--- config.mk ---
export PLATFORM = sky130hd
export DESIGN_NAME = sbst_tap
export DESIGN_NICKNAME = d
export VERILOG_FILES = /design/src/shared/sbst_pkg.sv /design/src/shared/sbst_pin_if.sv /design/src/design/sbst_tap.sv /design/src/design/sbst_sync.sv
export VERILOG_INCLUDE_DIRS = /design/src /design/src/shared
export SDC_FILE = /design/constraint.sdc
export NUM_CORES = 1
export LEC_CHECK = 0
export BUFFER_PORTS_ARGS = -buffer_cell sky130_fd_sc_hd__buf_2
export CELL_PAD_IN_SITES_DETAIL_PLACEMENT = 0
export CELL_PAD_IN_SITES_GLOBAL_PLACEMENT = 2
export CORE_UTILIZATION = 37
export CTS_CLUSTER_SIZE = 10
export DETAILED_ROUTE_END_ITERATION = 8
export GPL_ROUTABILITY_DRIVEN = 0
export PLACE_DENSITY_LB_ADDON = 0.1
export SLEW_MARGIN = 20
export SYNTH_ARGS = -nofsm -noshare
export SYNTH_HDL_FRONTEND = slang
export SYNTH_SLANG_ARGS = --single-unit
--- constraint.sdc ---
create_clock -name i_clk -period 1.46 [get_ports i_clk]
set_input_delay 0 -clock i_clk [delete_from_list [all_inputs] [get_ports i_clk]]
set_output_delay 0 -clock i_clk [all_outputs]
set_load 0.1 [all_outputs]
--- src/shared/sbst_consts.svh ---
`ifndef SBST_CONSTS_SVH
`define SBST_CONSTS_SVH

// ----------------------------------------------------------------
// Register lengths
// ----------------------------------------------------------------
`define SBST_IR_LEN         3
`define SBST_ID_LEN         32
`define SBST_BSR_LEN        51

// ----------------------------------------------------------------
// Default instruction codes, replaceable by parameter
// ----------------------------------------------------------------
`define SBST_OP_ID          3'h1
`define SBST_OP_SAMPLE      3'h2
`define SBST_OP_SAMPLE_Z    3'h3
`define SBST_OP_BYPASS      3'h7

// ----------------------------------------------------------------
// Capture and reset values
// ----------------------------------------------------------------
`define SBST_IR_CAPTURE     3'h1
`define SBST_BYPASS_CAPTURE 1'h0
// Arbitrary identification value; bit 0 must stay set
`define SBST_ID_VALUE       32'h5A5A_0001
`define SBST_RESET_ONES     3'h5

`endif

--- src/shared/sbst_pkg.sv ---
package sbst_pkg;

    // ------------------------------------------------------------
    // Controller states
    // ------------------------------------------------------------
    typedef enum logic [3:0] {
        ST_RESET,
        ST_IDLE,
        ST_SEL_DR,
        ST_CAP_DR,
        ST_SHIFT_DR,
        ST_EXIT1_DR,
        ST_PAUSE_DR,
        ST_EXIT2_DR,
        ST_UPD_DR,
        ST_SEL_IR,
        ST_CAP_IR,
        ST_SHIFT_IR,
        ST_EXIT1_IR,
        ST_PAUSE_IR,
        ST_EXIT2_IR,
        ST_UPD_IR
    } sbst_tap_state_type;

    // ------------------------------------------------------------
    // Data register selected by the instruction
    // ------------------------------------------------------------
    typedef enum logic [1:0] {
        DR_ID,
        DR_BYPASS,
        DR_RING
    } sbst_dr_sel_type;

endpackage

--- src/shared/sbst_pin_if.sv ---
`timescale 1ns/100ps
`include "sbst_consts.svh"

// ----------------------------------------------------------------
// Synchronised test pins
// ----------------------------------------------------------------
interface sbst_pin_if;
    logic                     tck_rise;
    logic                     tck_fall;
    logic                     tms;
    logic                     tdi;
    logic [`SBST_BSR_LEN-1:0] ring;

    modport src (output tck_rise, output tck_fall, output tms, output tdi, output ring);
    modport dst (input tck_rise, input tck_fall, input tms, input tdi, input ring);
endinterface

--- src/design/sbst_tap.sv ---
// Notes on behaviour
// RL1: The instruction register holds the identification instruction after reset and in test-logic-reset.
// RL2: Identification selects load the fixed id value at capture-DR and shift it in shift-DR.
// RL3: The identification instruction leaves memory data drivers untouched.
// RL4: Bypass loads a zero into the one-bit bypass register at capture-DR and shifts it in shift-DR.
// RL5: Bypass leaves memory data drivers untouched.
// RL6: Sample captures every ring signal into the boundary register and shifts it in shift-DR.
// RL7: Sample leaves memory data drivers untouched.
// RL8: High-impedance sample captures and shifts the ring exactly as plain sample does.
// RL9: High-impedance sample forces every memory data driver off.
// RL10: Reads started under high-impedance sample drive nothing and are flagged as failed.
// RL11: The controller has sixteen states and moves only on a rising test clock, steered by TMS.
// RL12: Power-up reset or five rising edges with TMS high bring the controller to test-logic-reset.
// RL13: TDI is taken only in shift-IR or shift-DR.
// RL14: TDO is driven only in shift-IR or shift-DR and released otherwise.
// RL15: States, instruction capture and update-IR transfer follow the customary scan controller.
// RL16: Opcodes are parameters and any undefined code selects the bypass register.
`timescale 1ns/100ps
`include "sbst_consts.svh"

module sbst_tap #(
    parameter logic [`SBST_IR_LEN-1:0] P_OP_ID       = `SBST_OP_ID,
    parameter logic [`SBST_IR_LEN-1:0] P_OP_SAMPLE   = `SBST_OP_SAMPLE,
    parameter logic [`SBST_IR_LEN-1:0] P_OP_SAMPLE_Z = `SBST_OP_SAMPLE_Z,
    parameter logic [`SBST_IR_LEN-1:0] P_OP_BYPASS   = `SBST_OP_BYPASS,
    // Arbitrary value
    parameter logic [`SBST_ID_LEN-1:0] P_ID_VALUE    = `SBST_ID_VALUE
) (
    input  wire logic                     i_clk,
    input  wire logic                     i_rstn,
    input  wire logic                     i_tck,
    input  wire logic                     i_tms,
    input  wire logic                     i_tdi,
    input  wire logic [`SBST_BSR_LEN-1:0] i_ring,
    input  wire logic                     i_mem_dq_oe,
    input  wire logic                     i_mem_rd,
    output logic                          o_tdo,
    output logic                          o_tdo_oe,
    output logic                          o_dq_oe,
    output logic                          o_rd_fail
);

    // ------------------------------------------------------------
    // Pin synchronisation
    // ------------------------------------------------------------
    sbst_pin_if pins ();

    sbst_sync u_sync (
        .i_clk  (i_clk),
        .i_rstn (i_rstn),
        .i_tck  (i_tck),
        .i_tms  (i_tms),
        .i_tdi  (i_tdi),
        .i_ring (i_ring),
        .pins   (pins.src)
    );

    // ------------------------------------------------------------
    // State and registers
    // ------------------------------------------------------------
    sbst_pkg::sbst_tap_state_type state_reg;
    sbst_pkg::sbst_dr_sel_type    dr_sel;
    logic [`SBST_IR_LEN-1:0]      ir_reg;
    logic [`SBST_IR_LEN-1:0]      ir_shift_reg;
    logic [`SBST_ID_LEN-1:0]      id_shift_reg;
    logic                         bypass_reg;
    logic [`SBST_BSR_LEN-1:0]     ring_shift_reg;
    logic                         tdo_reg;
    logic                         tdo_oe_reg;
    logic                         rd_fail_reg;
    logic                         hiz_sel;
    logic                         in_shift;

    // ------------------------------------------------------------
    // Controller transition
    // ------------------------------------------------------------
    // RL11 sixteen-state walk
    // RL15 customary state sequence
    function automatic sbst_pkg::sbst_tap_state_type tap_next(
        input sbst_pkg::sbst_tap_state_type s,
        input logic                         tms
    );
        sbst_pkg::sbst_tap_state_type n;
        n = s;
        unique case (s)
            sbst_pkg::ST_RESET:    n = tms ? sbst_pkg::ST_RESET   : sbst_pkg::ST_IDLE;
            sbst_pkg::ST_IDLE:     n = tms ? sbst_pkg::ST_SEL_DR  : sbst_pkg::ST_IDLE;
            sbst_pkg::ST_SEL_DR:   n = tms ? sbst_pkg::ST_SEL_IR  : sbst_pkg::ST_CAP_DR;
            sbst_pkg::ST_CAP_DR:   n = tms ? sbst_pkg::ST_EXIT1_DR : sbst_pkg::ST_SHIFT_DR;
            sbst_pkg::ST_SHIFT_DR: n = tms ? sbst_pkg::ST_EXIT1_DR : sbst_pkg::ST_SHIFT_DR;
            sbst_pkg::ST_EXIT1_DR: n = tms ? sbst_pkg::ST_UPD_DR  : sbst_pkg::ST_PAUSE_DR;
            sbst_pkg::ST_PAUSE_DR: n = tms ? sbst_pkg::ST_EXIT2_DR : sbst_pkg::ST_PAUSE_DR;
            sbst_pkg::ST_EXIT2_DR: n = tms ? sbst_pkg::ST_UPD_DR  : sbst_pkg::ST_SHIFT_DR;
            sbst_pkg::ST_UPD_DR:   n = tms ? sbst_pkg::ST_SEL_DR  : sbst_pkg::ST_IDLE;
            sbst_pkg::ST_SEL_IR:   n = tms ? sbst_pkg::ST_RESET   : sbst_pkg::ST_CAP_IR;
            sbst_pkg::ST_CAP_IR:   n = tms ? sbst_pkg::ST_EXIT1_IR : sbst_pkg::ST_SHIFT_IR;
            sbst_pkg::ST_SHIFT_IR: n = tms ? sbst_pkg::ST_EXIT1_IR : sbst_pkg::ST_SHIFT_IR;
            sbst_pkg::ST_EXIT1_IR: n = tms ? sbst_pkg::ST_UPD_IR  : sbst_pkg::ST_PAUSE_IR;
            sbst_pkg::ST_PAUSE_IR: n = tms ? sbst_pkg::ST_EXIT2_IR : sbst_pkg::ST_PAUSE_IR;
            sbst_pkg::ST_EXIT2_IR: n = tms ? sbst_pkg::ST_UPD_IR  : sbst_pkg::ST_SHIFT_IR;
            sbst_pkg::ST_UPD_IR:   n = tms ? sbst_pkg::ST_SEL_DR  : sbst_pkg::ST_IDLE;
        endcase
        return n;
    endfunction

    // RL12 power-up entry, TMS walk
    always_ff @(posedge i_clk or negedge i_rstn) begin
        if (!i_rstn) begin
            state_reg <= sbst_pkg::ST_RESET;
        end else if (pins.tck_rise) begin
            state_reg <= tap_next(state_reg, pins.tms);
        end
    end

    // ------------------------------------------------------------
    // Instruction decode
    // ------------------------------------------------------------
    // RL16 unknown codes to bypass
    function automatic sbst_pkg::sbst_dr_sel_type dr_decode(input logic [`SBST_IR_LEN-1:0] code);
        sbst_pkg::sbst_dr_sel_type d;
        d = sbst_pkg::DR_BYPASS;
        if (code == P_OP_ID) begin
            d = sbst_pkg::DR_ID;
        end else if (code == P_OP_SAMPLE || code == P_OP_SAMPLE_Z) begin
            d = sbst_pkg::DR_RING;
        end
        return d;
    endfunction

    assign dr_sel   = dr_decode(ir_reg);
    assign hiz_sel  = (ir_reg == P_OP_SAMPLE_Z);
    assign in_shift = (state_reg == sbst_pkg::ST_SHIFT_IR) || (state_reg == sbst_pkg::ST_SHIFT_DR);

    // ------------------------------------------------------------
    // Instruction register
    // ------------------------------------------------------------
    // RL1 default instruction
    // RL15 transfer on the falling edge in update-IR
    always_ff @(posedge i_clk or negedge i_rstn) begin
        if (!i_rstn) begin
            ir_reg <= P_OP_ID;
        end else if (state_reg == sbst_pkg::ST_RESET) begin
            ir_reg <= P_OP_ID;
        end else if (pins.tck_fall && state_reg == sbst_pkg::ST_UPD_IR) begin
            ir_reg <= ir_shift_reg;
        end
    end

    // RL13 TDI only while shifting
    always_ff @(posedge i_clk or negedge i_rstn) begin
        if (!i_rstn) begin
            ir_shift_reg <= `SBST_IR_CAPTURE;
        end else if (pins.tck_rise && state_reg == sbst_pkg::ST_CAP_IR) begin
            ir_shift_reg <= `SBST_IR_CAPTURE;
        end else if (pins.tck_rise && state_reg == sbst_pkg::ST_SHIFT_IR) begin
            ir_shift_reg <= {pins.tdi, ir_shift_reg[`SBST_IR_LEN-1:1]};
        end
    end

    // ------------------------------------------------------------
    // Data registers
    // ------------------------------------------------------------
    // RL2 id capture and shift
    always_ff @(posedge i_clk or negedge i_rstn) begin
        if (!i_rstn) begin
            id_shift_reg <= '0;
        end else if (pins.tck_rise && dr_sel == sbst_pkg::DR_ID) begin
            if (state_reg == sbst_pkg::ST_CAP_DR) begin
                id_shift_reg <= P_ID_VALUE;
            end else if (state_reg == sbst_pkg::ST_SHIFT_DR) begin
                id_shift_reg <= {pins.tdi, id_shift_reg[`SBST_ID_LEN-1:1]};
            end
        end
    end

    // RL4 bypass zero capture
    always_ff @(posedge i_clk or negedge i_rstn) begin
        if (!i_rstn) begin
            bypass_reg <= `SBST_BYPASS_CAPTURE;
        end else if (pins.tck_rise && dr_sel == sbst_pkg::DR_BYPASS) begin
            if (state_reg == sbst_pkg::ST_CAP_DR) begin
                bypass_reg <= `SBST_BYPASS_CAPTURE;
            end else if (state_reg == sbst_pkg::ST_SHIFT_DR) begin
                bypass_reg <= pins.tdi;
            end
        end
    end

    // RL6 ring capture and shift
    // RL8 same path for high-impedance sample
    always_ff @(posedge i_clk or negedge i_rstn) begin
        if (!i_rstn) begin
            ring_shift_reg <= '0;
        end else if (pins.tck_rise && dr_sel == sbst_pkg::DR_RING) begin
            if (state_reg == sbst_pkg::ST_CAP_DR) begin
                ring_shift_reg <= pins.ring;
            end else if (state_reg == sbst_pkg::ST_SHIFT_DR) begin
                ring_shift_reg <= {pins.tdi, ring_shift_reg[`SBST_BSR_LEN-1:1]};
            end
        end
    end

    // ------------------------------------------------------------
    // Serial output
    // ------------------------------------------------------------
    // Updated on the falling edge so the controller samples a settled bit
    // RL14 drive only in shift states
    always_ff @(posedge i_clk or negedge i_rstn) begin
        if (!i_rstn) begin
            tdo_reg    <= 1'h0;
            tdo_oe_reg <= 1'h0;
        end else if (pins.tck_fall) begin
            tdo_oe_reg <= in_shift;
            if (state_reg == sbst_pkg::ST_SHIFT_IR) begin
                tdo_reg <= ir_shift_reg[0];
            end else if (state_reg == sbst_pkg::ST_SHIFT_DR) begin
                unique case (dr_sel)
                    sbst_pkg::DR_ID:     tdo_reg <= id_shift_reg[0];
                    sbst_pkg::DR_RING:   tdo_reg <= ring_shift_reg[0];
                    default:             tdo_reg <= bypass_reg;
                endcase
            end
        end
    end

    assign o_tdo    = tdo_reg;
    assign o_tdo_oe = tdo_oe_reg;

    // ------------------------------------------------------------
    // Memory side
    // ------------------------------------------------------------
    // RL3 pass-through for other instructions
    // RL5 bypass leaves drivers
    // RL7 sample leaves drivers
    // RL9 drivers forced off
    // Combinational so the gate follows the instruction at once
    assign o_dq_oe = i_mem_dq_oe & ~hiz_sel;

    // RL10 read flagged as failed
    always_ff @(posedge i_clk or negedge i_rstn) begin
        if (!i_rstn) begin
            rd_fail_reg <= 1'h0;
        end else begin
            rd_fail_reg <= i_mem_rd & hiz_sel;
        end
    end

    assign o_rd_fail = rd_fail_reg;

    // ------------------------------------------------------------
    // Checks
    // ------------------------------------------------------------
    logic [2:0] ones_cnt_reg;

    always_ff @(posedge i_clk or negedge i_rstn) begin
        if (!i_rstn) begin
            ones_cnt_reg <= 3'h0;
        end else if (pins.tck_rise) begin
            if (!pins.tms) begin
                ones_cnt_reg <= 3'h0;
            end else if (ones_cnt_reg != `SBST_RESET_ONES) begin
                ones_cnt_reg <= ones_cnt_reg + 3'h1;
            end
        end
    end
endmodule

--- src/design/sbst_sync.sv ---
`timescale 1ns/100ps
`include "sbst_consts.svh"

module sbst_sync (
    input  wire logic                     i_clk,
    input  wire logic                     i_rstn,
    input  wire logic                     i_tck,
    input  wire logic                     i_tms,
    input  wire logic                     i_tdi,
    input  wire logic [`SBST_BSR_LEN-1:0] i_ring,
    sbst_pin_if.src                       pins
);

    // ------------------------------------------------------------
    // Two-stage synchronisers
    // ------------------------------------------------------------
    // Same depth on every pin keeps TMS and TDI aligned to the edge
    logic [2:0]               tck_s1_reg;
    logic [2:0]               tck_s2_reg;
    logic                     tck_s3_reg;
    logic [`SBST_BSR_LEN-1:0] ring_s1_reg;
    logic [`SBST_BSR_LEN-1:0] ring_s2_reg;

    always_ff @(posedge i_clk or negedge i_rstn) begin
        if (!i_rstn) begin
            tck_s1_reg <= 3'h0;
            tck_s2_reg <= 3'h0;
        end else begin
            tck_s1_reg <= {i_tdi, i_tms, i_tck};
            tck_s2_reg <= tck_s1_reg;
        end
    end

    always_ff @(posedge i_clk or negedge i_rstn) begin
        if (!i_rstn) begin
            tck_s3_reg <= 1'h0;
        end else begin
            tck_s3_reg <= tck_s2_reg[0];
        end
    end

    always_ff @(posedge i_clk or negedge i_rstn) begin
        if (!i_rstn) begin
            ring_s1_reg <= '0;
            ring_s2_reg <= '0;
        end else begin
            ring_s1_reg <= i_ring;
            ring_s2_reg <= ring_s1_reg;
        end
    end

    // ------------------------------------------------------------
    // Edge detection on the settled copy
    // ------------------------------------------------------------
    assign pins.tck_rise = tck_s2_reg[0] & ~tck_s3_reg;
    assign pins.tck_fall = ~tck_s2_reg[0] & tck_s3_reg;
    assign pins.tms      = tck_s2_reg[1];
    assign pins.tdi      = tck_s2_reg[2];
    assign pins.ring     = ring_s2_reg;

endmodule

---- Word level (Yosys, flattened, before mapping) ----
Cells that the tools add are included.
operators by class
  bitwise gates (word level) .............. 7
  multiply operators ...................... 0
  reduce and logical (&&, ||, !) cells .... 21
  add/sub/neg operators ................... 0
  div/mod/pow operators ................... 0
  muxes and demuxes ....................... 28
  shifts and indexed selects .............. 0
  equality and inequality tests ........... 20
  order comparisons ....................... 0
operators with widths
  kind                count
  $mux 51             2
  $mux 32             2
  $pmux 4 s12         1
  $eq 4x4->1 const B  8
  $mux 3              6
  $eq 4x3->1 const B  4
  $mux 4              4
  $mux 2              5
  $eq 4x2->1 const B  2
  $reduce_and 2->1    4
  $reduce_bool 2->1   4
  $mux 1              7
  $eq 3x2->1 const B  2
  $logic_and 1x1->1   6
  $and 1x1->1         4
  $eq 4x1->1 const B  1
  $logic_not 4->1     1
  $reduce_or 2->1     2
  $eq 3x1->1 const B  1
  $not 1->1           3
  $reduce_or 3->1     1
  $eq 2x1->1 const B  1
  $eq 2x2->1 const B  1
  $logic_not 2->1     1
  2 further kinds     3
storage, ports and cells
  register bits ........................... 206
  bits in latches ......................... 0
  logic and storage cells ................. 90
  memory bits (read-only) ................. 0
  memories ................................ 0
  output and inout port bits .............. 4
  RAM bits ................................ 0

---- Logic depth before layout (Yosys ltp) ----
Gate-level depths: netlist of run 1.
  word-level depth ........................ 8
  depth in mapped cells ................... 7
  depth with buffers taken out ............ 4

---- Cells and area by module ----
Synthesis of run 1 repeated with hierarchy kept, for this count alone.
second synthesis, totals
  cells, all modules ...................... 573
  area, all modules ....................... 7270.7 um^2
modules (own cells, without submodules)
  module     instances  cells an instance  sequential area each (um^2)  area each (um^2)
  sbst_tap   1          462                2429.8                       4528.1
  sbst_sync  1          111                2727.6                       2742.6

---- Worst setup path before layout of run 1 ----
Ideal clock, no wire load.
  kind .................................... reg-to-output
  start point ............................. register ir_reg[2]
  end point ............................... output o_dq_oe
  setup slack ............................. -1.252 ns
  cell stages (with the launch flop) ...... 3
  arrival time ............................ 2.712 ns
  cells stage by stage .................... dfrtp_1 -> nor2b_1 -> a21boi_0
between the ends
  longest elaborated chain between the ends .. 3
RTL lines
  element                 line             RTL
  from (decl)             sbst_tap.sv:63   logic [`SBST_IR_LEN-1:0] ir_reg;
  from (signal assigned)  sbst_tap.sv:145  ir_reg <= ir_shift_reg;
  $eq 3x2->1              sbst_tap.sv:131  assign hiz_sel = (ir_reg == P_OP_SAMPLE_Z);
  $not 1->1               sbst_tap.sv:237  assign o_dq_oe = i_mem_dq_oe & ~hiz_sel;
  $and 1x1->1             sbst_tap.sv:237
  to (decl)               sbst_tap.sv:39   output logic o_dq_oe,
No other way between the ends.

---- Worst setup path after layout of run 1 ----
  start point ............................. register state_reg[1]
  end point ............................... register ring_shift_reg[36]
between the ends
  longest elaborated chain between the ends .. 3
  elaborated cells on any way between the ends .. 5
RTL lines
  element                                          line                              RTL
  from (decl)                                      sbst_tap.sv:61                    sbst_pkg::sbst_tap_state_type state_reg;
  from (signal assigned)                           sbst_tap.sv:109                   state_reg <= sbst_pkg::ST_RESET;
  from (signal assigned)                           sbst_tap.sv:111                   state_reg <= tap_next(state_reg, pins.tms);
  $eq 4x3->1 / $eq 4x2->1 (equally long branches)  sbst_tap.sv:197, sbst_tap.sv:195
  $reduce_bool 2->1 (no source line)               n/a
  $reduce_and 2->1 (no source line)                n/a
  to (signal assigned)                             sbst_tap.sv:196                   ring_shift_reg <= pins.ring;
  to (signal assigned)                             sbst_tap.sv:198                   ring_shift_reg <= {pins.tdi, ring_shift_reg[`SBST_BSR_LEN-1:1]};
  to (decl)                                        sbst_tap.sv:67                    logic [`SBST_BSR_LEN-1:0] ring_shift_reg;
Several ways; a longest one is shown, not always the timed one.
A chain may end at the register's enable or synchronous reset.

==> results of run 1 <==
## worst reg2reg max path: cells and delay by family (launching register included)
family	cells	cell delay [ns]
AOI/OAI and AO/OA	2	0.35
buffers and inverters	2	0.40
DFF	1	0.44
and+or+nand+nor	1	0.27
## synth_stat cells, types with 2 or more instances
cell / number / share of area [%]
clkbuf_1: 3 / 0.15
o21ai_1: 53 / 3.6
clkbuf_2: 2 / 0.14
or2_1: 2 / 0.17
dfrtp_1: 204 / 69
nand2_1: 112 / 5.7
o21bai_1: 2 / 0.20
buf_2: 13 / 0.88
nor3_1: 2 / 0.14
nor2_1: 18 / 0.92
o211ai_1: 4 / 0.41
buf_6: 15 / 2.3
mux2i_1: 53 / 7.2
mux2_2: 2 / 0.31
buf_4: 2 / 0.20
a311oi_1: 2 / 0.24
nor2b_1: 7 / 0.59
or3_1: 2 / 0.17
nand3_1: 3 / 0.20
a31oi_1: 3 / 0.25
o21ai_0: 34 / 2.3
nand2b_1: 3 / 0.25
a21oi_1: 7 / 0.48
inv_1: 4 / 0.20
dfstp_2: 2 / 0.71
## logic make-up (layout without fill, tap and decap cells)
family,count (synthesis),count (layout),share of synthesized area (%)
multiplexers,55,55,7.51
buffers and inverters,39,234,3.87
AND/OR/NAND/NOR,159,159,9.79
flip-flops,206,206,70.1
AO/OA/AOI/OAI,115,115,8.77
## stage by stage
step | setup slack [ns] | TNS, ns | hold WS [ns] | util, %
6_report | -0.130 | -7.32 | 0.0726 | 54.1
4_1_cts | -0.104 | -4.99 | 0.0666 | 50.9
5_1_grt | -0.195 | -12.93 | 0.0848 | 54.1
3_3_place_gp | -0.0941 | -3.67 | -0.0876 | 42.1
2_1_floorplan | 0.0129 | 0 | -0.296 | -
3_5_place_dp | -0.172 | -5.32 | -0.0849 | 42.1
## final cells by class
cell class | instances | share of cell area [%]
clock buffers | 31 | 6.63
flip-flops and latches | 206 | 49.0
well taps | 265 | 3.15
inverters | 4 | 0.143
multi-input cells | 329 | 21.8
repair buffers | 197 | 19.1
clock inverters | 2 | 0.131
## what timing repair did
item                                    CTS  global route
gates resized for setup                  66           107
hold buffers                             57             0
buffers inserted                         18             4
pin swaps                                10            31
endpoints found under the setup margin   94            95
cloned                                    6            13
hold endpoints to repair                261             0
## report_power, final
group | total [mW] | switching (mW) | leakage (nW) | internal [mW]
logic | 3.93 | 1.86 | 1.65 | 2.07
registers | 6.46 | 0.299 | 2.60 | 6.16
clock network | 5.44 | 2.15 | 0.354 | 3.29
total | 15.8 | 4.31 | 4.60 | 11.5
## routing by layer
metal,share of wire (%),vias to the layer above,global-route usage [%],wire [um]
li1,-,2324,-,-
met1,47,2384,20.2,7400
met2,47,76,23.1,7390
met3,3.6,26,2.88,558
met4,2.2,0,5.04,341
met5,0,-,0,0
## path summary, 6_finish.rpt
kind,depth (start not counted),start,end
max,5,state_reg[1],ring_shift_reg[36]
min,3,i_rstn,ring_shift_reg[13]
max reg2reg,5,state_reg[1],ring_shift_reg[36]
min reg2reg,0,u_sync.tck_s1_reg[1],u_sync.tck_s2_reg[1]
max in group asynchronous,3,i_rstn,u_sync.pins.ring[46]
min in group i_clk,2,i_ring[37],u_sync.ring_s1_reg[37]
==> results.md, run 1 <==
- Reg2reg setup slack: -0.13 ns
- Synth Cell Area: 7360 um2
- Synth unique cells: 45
- Row cnt: 51
- Crit-path slowest cell: dfrtp_2
- Kind of critical path: flop to flop
- Non-filler instance count after layout: 1034
- P_leak: 4.60 nW
- CTS tree: yes
- Hold Crit Class: primary input to async pin
- Antenna Cells: 0
- Via density: 4.65
- Worst Setup Slack, final: -0.130 ns
- First-pass DRT Iterations: 4
- Setup crit start kind: flop
- Fmax: 629 MHz
- Sink Count: 206
- Clk slew on worst S/H paths: 0.06 ns
- FF+latch area: 5160 um2
- Worst-Skew Late Latency: 0.51 ns
- Pins Over Slew Limit: 0
- Slew headroom: 68.0%
- Worst Setup End Kind: flop
- Asr flop ratio synth: 100%
- Most common cell after layout, fill and taps aside: dfrtp_1
- EDFF count, synth: 0
- CP bufs+invs: 2
- Tot Pwr: 15.8 mW
- Dpl hpwl: 7.98 mm
- Area post-placement: 8190 um2
- H-tree lvl count: 1
- Yosys warning total: 0
- Vias: 4810
- Area growth, synth to finish: 43.0%
- Tcrit/Tclk final: 109%
- Drt wl/cell: 15.2 um
- CP max stage delay: 0.44 ns
- Max Root-Sink Buffers: 3
- All-Layer GR Usage: 14.7%
- Status: finished, violations left
- Actual slew at the worst max-slew pin: 0.484 ns
- Failing checks: setup timing
- Post-route cell area: 10500 um2
- Chip Width: 143 um
- Crit path max fanout: 16
- First-pass GRT wire length: 23.8 mm
- CTS root buffer: clkbuf_16
- # setup viols final: 84
- Average cell area after synthesis: 12.8 um2
- Vias in the first global route: 4820
- Max Cap Violations: 0
- Setup Skew: 0.00930 ns
- PD cells: 1500 nW/um2
- FF+latch count, synth: 206
- Critical path cell sequence: and3b_2 > o2111ai_4 > buf_12 > clkbuf_16 > o21ai_1
- Period minus WS final: 1.59 ns
- CTS buffer count: 25
- Fill count: 1664
- Initial core utilization: 37.8%
- Die area: 20500 um2
- Io pins: 62
- Crit path arrival time: 1.98 ns
- Dpl cells: 906
- PortBufs: 61
- Die height: 143 um
- Top Family by Delay on Critical Path: flip-flops
- Req. time, crit path: 1.85 ns
- Starting DRC count in detailed routing: 198
- Ys flop type: dfrtp_1
- Post-route ant nets: 0
- Grt total ovfl: 0
- Core Region: 19500 um2
- Final hold viol count: 0
- Mapped Cells: 574
- Largest net degree at the start of global routing: 78
- Initial antenna violation count: 0
- Layout cell share with drive strength beyond 1: 34.6%
- Nets: 821
- Syn Nets: 632
- Most frequent cells in the layout: dfrtp_1 (199), nand2_1 (76), o21ai_1 (65), buf_2 (59), dlygate4sd3_1 (56)
- VDD IR max: 993 uV
- Area of the multi-input gates: 2300 um2
- RSZ-0062 raised after global routing: yes
- WL final: 15.7 mm
- Sequential-to-total area share from yosys stat: 70.1%
- DRC errors left: 0
(Power assumes the default switching activity.)
==> run 2: changes to the inputs <==
--- a/config.mk
+++ b/config.mk
@@ -9,7 +9,7 @@
 export BUFFER_PORTS_ARGS = -buffer_cell sky130_fd_sc_hd__buf_2
 export CELL_PAD_IN_SITES_DETAIL_PLACEMENT = 0
 export CELL_PAD_IN_SITES_GLOBAL_PLACEMENT = 2
-export CORE_UTILIZATION = 37
+export CORE_UTILIZATION = 44
 export CTS_CLUSTER_SIZE = 10
 export DETAILED_ROUTE_END_ITERATION = 8
 export GPL_ROUTABILITY_DRIVEN = 0
==> constraint.sdc (replaced) <==
create_clock -name i_clk -period 1.9 [get_ports i_clk]
set_input_delay 0 -clock i_clk [delete_from_list [all_inputs] [get_ports i_clk]]
set_output_delay 0 -clock i_clk [all_outputs]
set_load 0.1 [all_outputs]
==> run 2 against run 1 <==
The run now ends clean. First-iteration DRC count is 5.1% higher. Sequential share of layout area rose by 7.2 points. Wire length down 19%. Global-route usage up 1.1 points. Non-clock buffer count fell by 59. Hold slack got worse by 0.023 ns. Worst setup slack better by 0.28 ns. Largest power group unchanged. Final area shrank 13%. Highest routed layer unchanged. Fmax shrank 9.1%. Via count fell by 8.1%. Clock skew is 0.0043 ns lower.
==> results.md, run 2 (same netlist as run 1, synthesis figures left out) <==
- DRC errors left: 0 (unchanged)
- Nets: 761 (-7.3%)
- All-Layer GR Usage: 15.8% (+1.1 points)
- Max Cap Violations: 0 (unchanged)
- Max Root-Sink Buffers: 3 (unchanged)
- Slew headroom: 67.9% (about the same)
- Dpl hpwl: 7.71 mm (-3.3%)
- CTS tree: yes
- Via density: 4.76 (+2.4%)
- Layout cell share with drive strength beyond 1: 16.6% (-18 points)
- CTS buffer count: 24 (-4.0%)
- Non-filler instance count after layout: 928 (-10%)
- Most frequent cells in the layout: dfrtp_1 (204), nand2_1 (112), buf_2 (60), dlygate4sd3_1 (56)
- CTS root buffer: clkbuf_16
- Fill count: 1368 (-18%)
- Die height: 131 um (-8.2%)
- First-pass GRT wire length: 22.3 mm (-6.3%)
- Antenna Cells: 0 (unchanged)
- Post-route cell area: 9180 um2 (-13%)
- Layout Utilization: 56.9% (+2.8 points)
- Most common cell after layout, fill and taps aside: dfrtp_1
- Setup crit start kind: flop
- Vias: 4419 (-8.1%)
- Row cnt: 46 (-9.8%)
- Kind of critical path: flop to flop
- Area growth, synth to finish: 24.6%
- Largest net degree at the start of global routing: 63 (-19%)
- Fmax: 572 MHz (-9.1%)
- Setup Skew: 0.00503 ns (-0.00427 ns)
- Vias in the first global route: 4715 (-2.2%)
- Hold Crit Class: primary input to async pin
- Initial core utilization: 45.7% (+7.9 points)
- Grt total ovfl: 0 (unchanged)
- Sink Count: 206 (unchanged)
- VDD IR max: 954 uV (-3.9%)
- Actual slew at the worst max-slew pin: 0.484 ns (+0.000717 ns)
- Status: finished clean
- PortBufs: 61 (unchanged)
- Io pins: 62 (unchanged)
- Initial antenna violation count: 0 (unchanged)
- Crit path arrival time: 2.12 ns (+0.14 ns)
- Period minus WS final: 1.75 ns (+0.159 ns)
- Critical path cell sequence: nor3b_2 > o2111ai_4 > buf_12 > nand2_1 > o21ai_0
- P_leak: 3.98 nW (-13%)
- Die area: 17300 um2 (-16%)
- Pins Over Slew Limit: 0 (unchanged)
- Req. time, crit path: 2.27 ns (+0.42 ns)
- First-pass DRT Iterations: 4 (unchanged)
- RSZ-0062 raised after global routing: no
- Hold_ws: 0.0495 ns (-0.0230 ns)
- Starting DRC count in detailed routing: 208 (+5.1%)
- Chip Width: 131 um (-8.2%)
- Drt wl/cell: 13.7 um (-9.6%)
- Crit path max fanout: 62 (+46)
- Final hold viol count: 0 (unchanged)
- # setup viols final: 0 (-100%)
- Dpl cells: 837 (-7.6%)
- Worst Setup End Kind: flop
- Core Region: 16100 um2 (-17%)
- Tot Pwr: 10.7 mW (-33%)
- CP max stage delay: 0.55 ns (+0.11 ns)
- WL final: 12.7 mm (-19%)
- Setup TNS: 0 ns (+7.32 ns)
- H-tree lvl count: 1 (unchanged)
- Worst Setup Slack, final: 0.151 ns (+0.281 ns)
- Reg2Reg Depth: 5 (unchanged)
- Crit-path slowest cell: dfrtp_1
- Clk slew on worst S/H paths: 0.05 ns (about the same)
- Worst-Skew Late Latency: 0.50 ns (about the same)
- Post-route ant nets: 0 (unchanged)
- Area post-placement: 7950 um2 (-2.9%)
- PD cells: 1160 nW/um2 (-23%)
- Tcrit/Tclk final: 92.0% (-17 points)
- Place WS: 0.135 ns (+0.307 ns)
## run 2: cell count changes in the layout (fill, tap and decap cells not counted), sizes merged
cell    change
clkbuf      -5
inv         -1
clkinv      -1
buf        -50
## run 2: what timing repair did
| item | 4_1_cts | 5_1_grt |
|---|---|---|
| hold buffers | 56 | 0 |
| resized for setup | 0 | 1 |
| setup endpoints to repair | 0 | 20 |
| hold endpoints to repair | 259 | 0 |
| setup buffers | 0 | 0 |
## run 2: area by class of cell
type / instances / area [um2] / share of cell area, %
clock buffers: 35 / 663 / 7.23
well taps: 216 / 270 / 2.95
flip-flops and latches: 206 / 5160 / 56.2
multi-input cells: 329 / 1950 / 21.2
inverters: 4 / 15.0 / 0.164
repair buffers: 138 / 1120 / 12.2
## run 2: where the power goes
group	internal [mW]	switching, mW	total, mW
clock network	2.37	1.58	3.95
logic	0.751	1.01	1.76
registers	4.72	0.238	4.96
## run 2: final timing paths
path	slack, ns	startpoint	to
max	0.15	state_reg[2]	ring_shift_reg[50]
min	0.05	i_rstn	u_sync.pins.ring[5]
max reg2reg	0.15	state_reg[2]	ring_shift_reg[50]
min reg2reg	0.34	u_sync.ring_s1_reg[28]	u_sync.pins.ring[28]
max in group asynchronous	1.20	i_rstn	ir_shift_reg[0]
min in group i_clk	0.14	i_ring[46]	u_sync.ring_s1_reg[46]
## run 2: routing by layer
layer | vias up | GRT usage [%] | wire length (um)
li1 | 2184 | - | -
met1 | 2140 | 21.8 | 6160
met5 | - | 0 | 0
met2 | 63 | 25.0 | 5750
met3 | 32 | 3.05 | 453
met4 | 0 | 5.56 | 356
## run 2: worst max-delay path, delay by kind of cell, from the launching register on
family	cells	cell delay (ns)
compound gates	2	0.26
buf+inv	1	0.22
flops	1	0.55
simple gates	2	0.55
